$ cat src/adc_scan_regs.svh
// Summary of operation
// - Scan converts channels zero upward to the selected one
// - Each result stored when its conversion ends
// - Last channel done: set flag, clear go unless repeating
// - Done flag set by hardware, cleared by zero
// - Irq enable makes done flag request interrupt
// - Mode bit one selects scan of channel group
// - Channel select picks inputs; in scan mode three covers all
// - Trigger enable zero ignores external triggers
// - Clock select divides clock; zero gives 32
// - Writing go one starts a conversion sequence
// - Writing go zero abandons running conversion
// - Repeat zero: one pass per start, then halt
// - Sleep bit one holds converter stopped
// - Four read-only results, one per input
// - Result in bits 15..6, low six zero
`ifndef ADC_SCAN_REGS_SVH
`define ADC_SCAN_REGS_SVH

// Register byte addresses
`define OFS_MODULE_SLEEP_CTRL 8'h00
`define OFS_CONV_CTRL_STATUS 8'h04
`define OFS_CONV_CONTROL 8'h08
`define OFS_RESULT_CH0 8'h0c
`define OFS_RESULT_CH1 8'h10
`define OFS_RESULT_CH2 8'h14
`define OFS_RESULT_CH3 8'h18
`define OFS_IRQ_STATUS 8'h1c
`define OFS_IRQ_ENABLE 8'h20
`define OFS_IRQ_CLEAR 8'h24

// Field positions
`define BIT_CONVERTER_SLEEP 4
`define BIT_SCAN_DONE_FLAG 7
`define BIT_DONE_IRQ_ENABLE 6
`define BIT_SCAN_MODE_SELECT 4
`define BIT_EXT_TRIGGER_ENABLE 7
`define BIT_CLOCK_SEL_LO 5
`define BIT_CONVERSION_GO 4
`define BIT_REPEAT_SCAN 3
`define BIT_EVT_DONE 0
`define BIT_EVT_ABORT 1
`define RESULT_LSB 6

// Reset values and fixed reserved bits
`define MODULE_SLEEP_RESET 16'hffff
`define CTRL_RESERVED_FIXED 3'h7

// Conversion clock dividers minus one
`define DIV_32_M1 5'h1f
`define DIV_16_M1 5'h0f
`define DIV_8_M1 5'h07
`define DIV_4_M1 5'h03

// Divided ticks per conversion
`define CONV_TICKS 4'ha

`endif

$ cat src/adc_scan_pkg.sv
package adc_scan_pkg;

   // Sequencer states, Gray coded along idle, launch, convert
   typedef enum logic [1:0]
   {
      ST_IDLE = 2'b00,
      ST_LAUNCH = 2'b01,
      ST_CONVERT = 2'b11
   } seq_state_e;

endpackage

$ cat src/adc_single_scan_control.sv
`include "adc_scan_regs.svh"

module adc_single_scan_control #(
   parameter int RESULT_W = 10,
   parameter logic [3:0] CONV_TICKS = `CONV_TICKS
)
(
   // Clock and reset
   input wire logic clk,
   input wire logic rst_n,
   // APB slave
   input wire logic psel,
   input wire logic penable,
   input wire logic pwrite,
   input wire logic [7:0] paddr,
   input wire logic [31:0] pwdata,
   output logic [31:0] prdata,
   output logic pready,
   output logic pslverr,
   // External trigger pin
   input wire logic ext_trigger,
   // Conversion core
   output logic [1:0] sample_channel,
   output logic sample_start,
   output logic conv_clk_en,
   input wire logic [RESULT_W-1:0] conv_result,
   // Interrupt
   output logic irq
);

   // Software visible state
   logic [15:0] module_sleep_ctrl;
   logic scan_done_flag;
   logic done_irq_enable;
   logic scan_mode_select;
   logic [1:0] channel_select;
   logic external_trigger_enable;
   logic [1:0] conv_clock_sel;
   logic conversion_go;
   logic repeat_scan;
   logic [15:0] result_reg [4];
   logic [1:0] irq_status;
   logic [1:0] irq_enable;

   // Sequencer state
   adc_scan_pkg::seq_state_e state;
   logic [1:0] channel;
   logic [4:0] div_cnt;
   logic [4:0] div_max;
   logic div_tick;
   logic [3:0] tick_cnt;
   logic conv_end;
   logic last_channel;
   logic [1:0] first_channel;
   logic [1:0] final_channel;

   // Bus decode
   logic wr_en;
   logic rd_setup;
   logic mapped;
   logic wr_sleep;
   logic wr_status;
   logic wr_ctrl;
   logic wr_irq_en;
   logic wr_irq_clr;

   // Trigger synchroniser
   logic trig_s1;
   logic trig_s2;
   logic trig_s3;
   logic trig_level;
   logic trig_rise;

   // Start and stop causes
   logic sleeping;
   logic sw_start;
   logic sw_stop;
   logic hw_start;
   logic start_req;
   logic abort;
   logic scan_finish;

   // Address decode and strobes
   always_comb
   begin
      unique case (paddr)
         `OFS_MODULE_SLEEP_CTRL, `OFS_CONV_CTRL_STATUS, `OFS_CONV_CONTROL,
         `OFS_RESULT_CH0, `OFS_RESULT_CH1, `OFS_RESULT_CH2, `OFS_RESULT_CH3,
         `OFS_IRQ_STATUS, `OFS_IRQ_ENABLE, `OFS_IRQ_CLEAR: mapped = 1'b1;
         default: mapped = 1'b0;
      endcase
   end

   assign wr_en = psel && penable && pwrite;
   assign rd_setup = psel && !penable && !pwrite;
   assign wr_sleep = wr_en && (paddr == `OFS_MODULE_SLEEP_CTRL);
   assign wr_status = wr_en && (paddr == `OFS_CONV_CTRL_STATUS);
   assign wr_ctrl = wr_en && (paddr == `OFS_CONV_CONTROL);
   assign wr_irq_en = wr_en && (paddr == `OFS_IRQ_ENABLE);
   assign wr_irq_clr = wr_en && (paddr == `OFS_IRQ_CLEAR);

   // Zero wait states; unmapped addresses answer with an error
   assign pready = 1'b1;
   assign pslverr = psel && penable && !mapped;

   // Read data captured in the setup phase
   always_ff @(posedge clk or negedge rst_n)
   begin
      if (!rst_n)
         prdata <= 32'h0000_0000;
      else if (rd_setup)
      begin
         unique case (paddr)
            `OFS_MODULE_SLEEP_CTRL: prdata <= {16'h0000, module_sleep_ctrl};
            `OFS_CONV_CTRL_STATUS: prdata <= {24'h00_0000, scan_done_flag,
               done_irq_enable, 1'b0, scan_mode_select, 2'b00,
               channel_select};
            `OFS_CONV_CONTROL: prdata <= {24'h00_0000, external_trigger_enable,
               conv_clock_sel, conversion_go, repeat_scan,
               `CTRL_RESERVED_FIXED};
            `OFS_RESULT_CH0: prdata <= {16'h0000, result_reg[0]};
            `OFS_RESULT_CH1: prdata <= {16'h0000, result_reg[1]};
            `OFS_RESULT_CH2: prdata <= {16'h0000, result_reg[2]};
            `OFS_RESULT_CH3: prdata <= {16'h0000, result_reg[3]};
            `OFS_IRQ_STATUS: prdata <= {30'h0000_0000, irq_status};
            `OFS_IRQ_ENABLE: prdata <= {30'h0000_0000, irq_enable};
            default: prdata <= 32'h0000_0000;
         endcase
      end
   end

   // Module sleep register; the converter bit gates all activity
   always_ff @(posedge clk or negedge rst_n)
   begin
      if (!rst_n)
         module_sleep_ctrl <= `MODULE_SLEEP_RESET;
      else if (wr_sleep)
         module_sleep_ctrl <= pwdata[15:0];
   end

   assign sleeping = module_sleep_ctrl[`BIT_CONVERTER_SLEEP];

   // Control and status settings; reserved bits are not stored
   always_ff @(posedge clk or negedge rst_n)
   begin
      if (!rst_n)
      begin
         done_irq_enable <= 1'b0;
         scan_mode_select <= 1'b0;
         channel_select <= 2'b00;
      end
      else if (wr_status)
      begin
         done_irq_enable <= pwdata[`BIT_DONE_IRQ_ENABLE];
         scan_mode_select <= pwdata[`BIT_SCAN_MODE_SELECT];
         channel_select <= pwdata[1:0];
      end
   end

   // Control register settings
   always_ff @(posedge clk or negedge rst_n)
   begin
      if (!rst_n)
      begin
         external_trigger_enable <= 1'b0;
         conv_clock_sel <= 2'b00;
         repeat_scan <= 1'b0;
      end
      else if (wr_ctrl)
      begin
         external_trigger_enable <= pwdata[`BIT_EXT_TRIGGER_ENABLE];
         conv_clock_sel <= pwdata[`BIT_CLOCK_SEL_LO+1:`BIT_CLOCK_SEL_LO];
         repeat_scan <= pwdata[`BIT_REPEAT_SCAN];
      end
   end

   // Trigger pin through three flops; level moves when two and three agree
   always_ff @(posedge clk or negedge rst_n)
   begin
      if (!rst_n)
      begin
         trig_s1 <= 1'b0;
         trig_s2 <= 1'b0;
         trig_s3 <= 1'b0;
         trig_level <= 1'b0;
      end
      else
      begin
         trig_s1 <= ext_trigger;
         trig_s2 <= trig_s1;
         trig_s3 <= trig_s2;
         if (trig_s2 == trig_s3)
            trig_level <= trig_s3;
      end
   end

   assign trig_rise = (trig_s2 == trig_s3) && trig_s3 && !trig_level;

   // Start and abort causes
   assign sw_start = wr_ctrl && pwdata[`BIT_CONVERSION_GO];
   assign sw_stop = wr_ctrl && !pwdata[`BIT_CONVERSION_GO] && conversion_go;
   assign hw_start = external_trigger_enable && trig_rise;
   assign start_req = (sw_start || hw_start) && !conversion_go && !sleeping;
   assign abort = conversion_go && (sw_stop || sleeping);

   // Channel range: scan covers zero up to the selection, single is one
   assign first_channel = scan_mode_select ? 2'b00 : channel_select;
   assign final_channel = channel_select;
   assign last_channel = (channel == final_channel);

   // Conversion clock divider, free running only while converting
   always_comb
   begin
      unique case (conv_clock_sel)
         2'b00: div_max = `DIV_32_M1;
         2'b01: div_max = `DIV_16_M1;
         2'b10: div_max = `DIV_8_M1;
         2'b11: div_max = `DIV_4_M1;
      endcase
   end

   assign div_tick = (state == adc_scan_pkg::ST_CONVERT) && (div_cnt == div_max);
   assign conv_clk_en = div_tick;

   always_ff @(posedge clk or negedge rst_n)
   begin
      if (!rst_n)
         div_cnt <= 5'h00;
      else if (state != adc_scan_pkg::ST_CONVERT || div_tick)
         div_cnt <= 5'h00;
      else
         div_cnt <= div_cnt + 5'h01;
   end

   // Divided ticks that make up one conversion
   always_ff @(posedge clk or negedge rst_n)
   begin
      if (!rst_n)
         tick_cnt <= 4'h0;
      else if (state != adc_scan_pkg::ST_CONVERT)
         tick_cnt <= 4'h0;
      else if (div_tick)
         tick_cnt <= tick_cnt + 4'h1;
   end

   assign conv_end = div_tick && (tick_cnt == CONV_TICKS - 4'h1) && !abort;
   assign scan_finish = conv_end && last_channel;

   // Sequencer
   always_ff @(posedge clk or negedge rst_n)
   begin
      if (!rst_n)
      begin
         state <= adc_scan_pkg::ST_IDLE;
         channel <= 2'b00;
      end
      else if (abort)
         state <= adc_scan_pkg::ST_IDLE;
      else
      begin
         unique case (state)
            adc_scan_pkg::ST_IDLE:
               if (start_req)
               begin
                  channel <= first_channel;
                  state <= adc_scan_pkg::ST_LAUNCH;
               end
            adc_scan_pkg::ST_LAUNCH:
               state <= adc_scan_pkg::ST_CONVERT;
            adc_scan_pkg::ST_CONVERT:
               if (conv_end)
               begin
                  state <= adc_scan_pkg::ST_LAUNCH;
                  if (!last_channel)
                     channel <= channel + 2'b01;
                  else if (repeat_scan)
                     channel <= first_channel;
                  else
                     state <= adc_scan_pkg::ST_IDLE;
               end
            default:
               state <= adc_scan_pkg::ST_IDLE;
         endcase
      end
   end

   assign sample_start = (state == adc_scan_pkg::ST_LAUNCH);
   assign sample_channel = channel;

   // Go bit doubles as busy; cleared at the end of a single pass
   always_ff @(posedge clk or negedge rst_n)
   begin
      if (!rst_n)
         conversion_go <= 1'b0;
      else if (start_req)
         conversion_go <= 1'b1;
      else if (abort)
         conversion_go <= 1'b0;
      else if (scan_finish && !repeat_scan)
         conversion_go <= 1'b0;
   end

   // Result store, left aligned with six zero bits below
   always_ff @(posedge clk or negedge rst_n)
   begin
      if (!rst_n)
      begin
         for (int i = 0; i < 4; i++)
            result_reg[i] <= 16'h0000;
      end
      else if (conv_end)
         result_reg[channel] <= {conv_result, 6'h00};
   end

   // Done flag: hardware sets, software writes zero to clear, set wins
   always_ff @(posedge clk or negedge rst_n)
   begin
      if (!rst_n)
         scan_done_flag <= 1'b0;
      else if (scan_finish)
         scan_done_flag <= 1'b1;
      else if (wr_status && !pwdata[`BIT_SCAN_DONE_FLAG])
         scan_done_flag <= 1'b0;
   end

   // Sticky event status, write one to clear, set wins over clear
   always_ff @(posedge clk or negedge rst_n)
   begin
      if (!rst_n)
         irq_status <= 2'b00;
      else
      begin
         if (scan_finish)
            irq_status[`BIT_EVT_DONE] <= 1'b1;
         else if (wr_irq_clr && pwdata[`BIT_EVT_DONE])
            irq_status[`BIT_EVT_DONE] <= 1'b0;
         if (abort)
            irq_status[`BIT_EVT_ABORT] <= 1'b1;
         else if (wr_irq_clr && pwdata[`BIT_EVT_ABORT])
            irq_status[`BIT_EVT_ABORT] <= 1'b0;
      end
   end

   // Interrupt enable register
   always_ff @(posedge clk or negedge rst_n)
   begin
      if (!rst_n)
         irq_enable <= 2'b00;
      else if (wr_irq_en)
         irq_enable <= pwdata[1:0];
   end

   // One level interrupt line
   assign irq = (done_irq_enable && scan_done_flag) || (|(irq_status & irq_enable));

endmodule

$ cat config.mk
export PLATFORM = sky130hd
export DESIGN_NAME = adc_single_scan_control
export DESIGN_NICKNAME = d
export VERILOG_FILES = /design/src/adc_scan_pkg.sv /design/src/adc_single_scan_control.sv
export VERILOG_INCLUDE_DIRS = /design/src
export SDC_FILE = /design/constraint.sdc
export NUM_CORES = 1
export LEC_CHECK = 0
export BUFFER_PORTS_ARGS = -buffer_cell sky130_fd_sc_hd__buf_2
export CORE_MARGIN = 5
export CORE_UTILIZATION = 45
export CTS_BUF_LIST = sky130_fd_sc_hd__clkbuf_8
export CTS_CLUSTER_SIZE = 10
export DETAILED_ROUTE_END_ITERATION = 6
export PLACE_DENSITY_LB_ADDON = 0.12
export SYNTH_ARGS = -nofsm -noshare
export SYNTH_HDL_FRONTEND = slang
export SYNTH_SLANG_ARGS = --single-unit
$ cat constraint.sdc
create_clock -name clk -period 2.45 [get_ports clk]
set_clock_uncertainty 0.2 [all_clocks]
set_input_delay 0.49 -clock clk [delete_from_list [all_inputs] [get_ports clk]]
set_output_delay 0.49 -clock clk [all_outputs]
set_load 0.02 [all_outputs]
==> reports/qor.csv <==
stage,metric,value,unit
sta,hold_viol,0,
critical_path,crit_type,reg -> reg,
placement,numPortBuffers,61,
critical_path,cp_max_fo,5,
outcome,violations,setup timing,
floorplan,die_w,117.7,um
global_route,antenna_found_initial,0,
sta,fmax,380.7,MHz
routing,wire_per_inst,19.68,um
sta,slew_violations,0,
logic_synthesis,ys_seq_area_share,49.80,%
floorplan,die_h,117.7,um
routing,drc,0,
cts,clock-root-buffer,clkbuf_8,
sta,rsz0062_at_grt,yes,
sta,whs,0.1281,ns
sta,tightest_slew,0.7143,ns
placement,dpl.hpwl,9089,um
logic_synthesis,synth_top_area_cell,dfrtp_1,
cts,cts_max_path_buffers,2,
layout,drive_above_1_share,45.37,%
layout,fin_cells,672,
routing,wl,13220,um
floorplan,initial_core_util,45.88,%
cts,path_clk_slew,0.11,ns
layout,largest_register_ffs,40,
global_route,grt_max_degree,38,
logic_synthesis,synth_edf_count,0,
routing,drt_first_pass_iters,4,
sta,period_share,107.2,%
routing,drt_iter0_markers,227,
logic_synthesis,synth_cell_type_count,55,
placement,gp_congestion,0.8545,
sta,slew_headroom,52.28,%
critical_path,cp.arrival,2.70,ns
outcome,status,finished with violations,
critical_path,setup.worst_path.start_class,flop,
pwr,p_leak,0.002961,uW
logic_synthesis,synth-warning-count,0,
cts,cts_sinks,103,
global_route,grt_pass1_vias,3833,
global_route,grt_usage,19.43,%
logic_synthesis,synth-async-reset-ratio,100.0,%
cts,clk_latency,0.39,ns
layout,layout_commonest_cell,dfrtp_1,
logic_synthesis,syn_area,0.005216,sq mm
layout,areaGrowthSynthToFinish,20.29,%
sta,setup-violations-final,41,
global_route,overflow,0,
layout,final_cell_mix,"dfrtp_1 (87), buf_2 (59), buf_4 (44)",
routing,vias,3674,
logic_synthesis,ys_ff_latch,103,
critical_path,cp_common_cell,buf_4,
cts,cts_tree,built,
layout,num_antenna_cells,0,
routing,ant_nets,0,
hold_path,holdCritPathClass,in -> reg,
logic_synthesis,synth.avg_cell_area,12.42,sq um
job,drv_cap,0,
critical_path,cp-end-kind,flop,
logic_synthesis,synthTopCellsByArea,"dfrtp_1 (42%), mux2_4 (12%), dfstp_2 (8.1%), mux2_2 (7.1%), ha_1 (2.9%)",
pwr,p_per_area,554.1,mW/mm^2
critical_path,cp.required,2.52,ns
logic_synthesis,synth_top_area_share,41.74,%
floorplan,core_area,0.01137,sq mm
routing,vias_per_cell,5.467,
cts,cts_inserted_buffers,9,
floorplan,row_count,39,
critical_path,max_stage_delay,0.55,ns
critical_path,worstPathCellList,or4bb_1 -> a31oi_4 -> buf_4 -> o21ai_2 -> nor2_2 -> buf_4 -> buf_6 -> and3_4 -> mux2_4,
critical_path,slowest_stage,or4bb_1,
floorplan,io-pin-count,95,
layout,nNetsFinal,592,
placement,place_inst,645,
sta,worst_slack,-0.1767,ns
floorplan,dieArea,0.01385,sq mm
logic_synthesis,synth_cells,420,
global_route,grt_pass1_wl,21430,um
logic_synthesis,synthFlopType,dfrtp_1,
pwr,vdd_drop_max,0.4725,mV
cts,htree_levels,3,
sta,fin_crit,2.627,ns
==> critical path, delay by kind of cell, from the launching register on <==
kind                   cells  cell delay (ns)
AO/OA/AOI/OAI              2             0.31
buffers and inverters      3             0.38
flip-flops                 1             0.39
multiplexers               1             0.31
AND/OR/NAND/NOR            3             0.93
==> cell type report <==
type	instances	area, sq um
multi-input combinational	293	2545
inverter	8	30.03
fill	1013	5095
sequential	103	2597
timing repair buffer	109	716.9
clock buffer	10	137.6
tap	143	178.9
clock inverter	6	68.82
==> metrics by stage <==
stage	setup TNS, ns	total power (uW)	area (sq um)	util (%)	setup slack (ns)
final	-5.482	3477	6275	55.19	-0.1767
after CTS	-5.209	3467	6243	54.91	-0.1675
after floorplan	-3.694	2129	5313	-	-0.09235
after global routing	-8.673	3635	6275	55.19	-0.2506
after global placement	-5.803	2309	5896	51.85	-0.1547
after detailed placement	-6.511	2327	5896	51.85	-0.1704
==> kinds of logic after synthesis <==
kind of cell,after synthesis,share of synthesized area (%)
buf+inv,43,5.061
flops,103,49.80
other cells,2,0.1440
fa+ha+maj,12,2.878
simple gates,94,9.667
compound gates,74,9.883
mux,84,21.23
xor+xnor,8,1.343
==> final timing paths <==
| check | from | to | slack [ns] | cells past startpoint |
|---|---|---|---|---|
| setup / recovery | conv_clock_sel[0] | result_reg[55] | -0.18 | 9 |
| hold / removal | pwdata[11] | module_sleep_ctrl[11] | 0.13 | 2 |
| setup reg to reg | conv_clock_sel[0] | result_reg[55] | -0.18 | 9 |
| hold reg to reg | trig_s1 | trig_s2 | 0.16 | 0 |
| max in group asynchronous | rst_n | module_sleep_ctrl[10] | 1.00 | 3 |
| min in group asynchronous | rst_n | result_reg[46] | 0.40 | 2 |
==> Yosys cell counts, types with 4 or more instances <==
master and instances:
dfrtp_1 87, mux2_4 40, mux2_2 33, nand2_1 31, nor2_1 19, a22oi_1 18
buf_4 17, dfstp_2 16, o21ai_0 16, ha_1 12, clkbuf_1 11, a22o_1 10
mux2i_1 9, inv_1 8, o22ai_1 8, nand3_1 7, nor3_1 6, and3_1 5
buf_6 5, a21oi_1 4, nor2b_1 4, o31ai_1 4, xnor2_1 4, xor2_1 4
==> power breakdown <==
group          total [uW]  internal (uW)  switching [uW]
clock                1120            503             621
combinational         554            208             346
sequential           1800           1750            47.0
total                3480           2460            1010
==> repair_timing <==
item                                   CTS  global route
pin swaps                                6             2
endpoints found under the hold margin   32             0
hold buffers                             2             0
gates resized for setup                 18             9
gates cloned                             5             0
setup buffers                            4             0
setup endpoints to repair               43            46
==> metal layers <==
layer / part of all wire [%] / global-route usage (%) / vias up
li1: - / - / 1701
met4: 1.1 / 4.158 / 0
met1: 47 / 27.18 / 1871
met5: 0 / 0 / -
met2: 47 / 30.66 / 87
met3: 4.2 / 4.901 / 15
No activity file was read; power rests on OpenSTA's default activity.
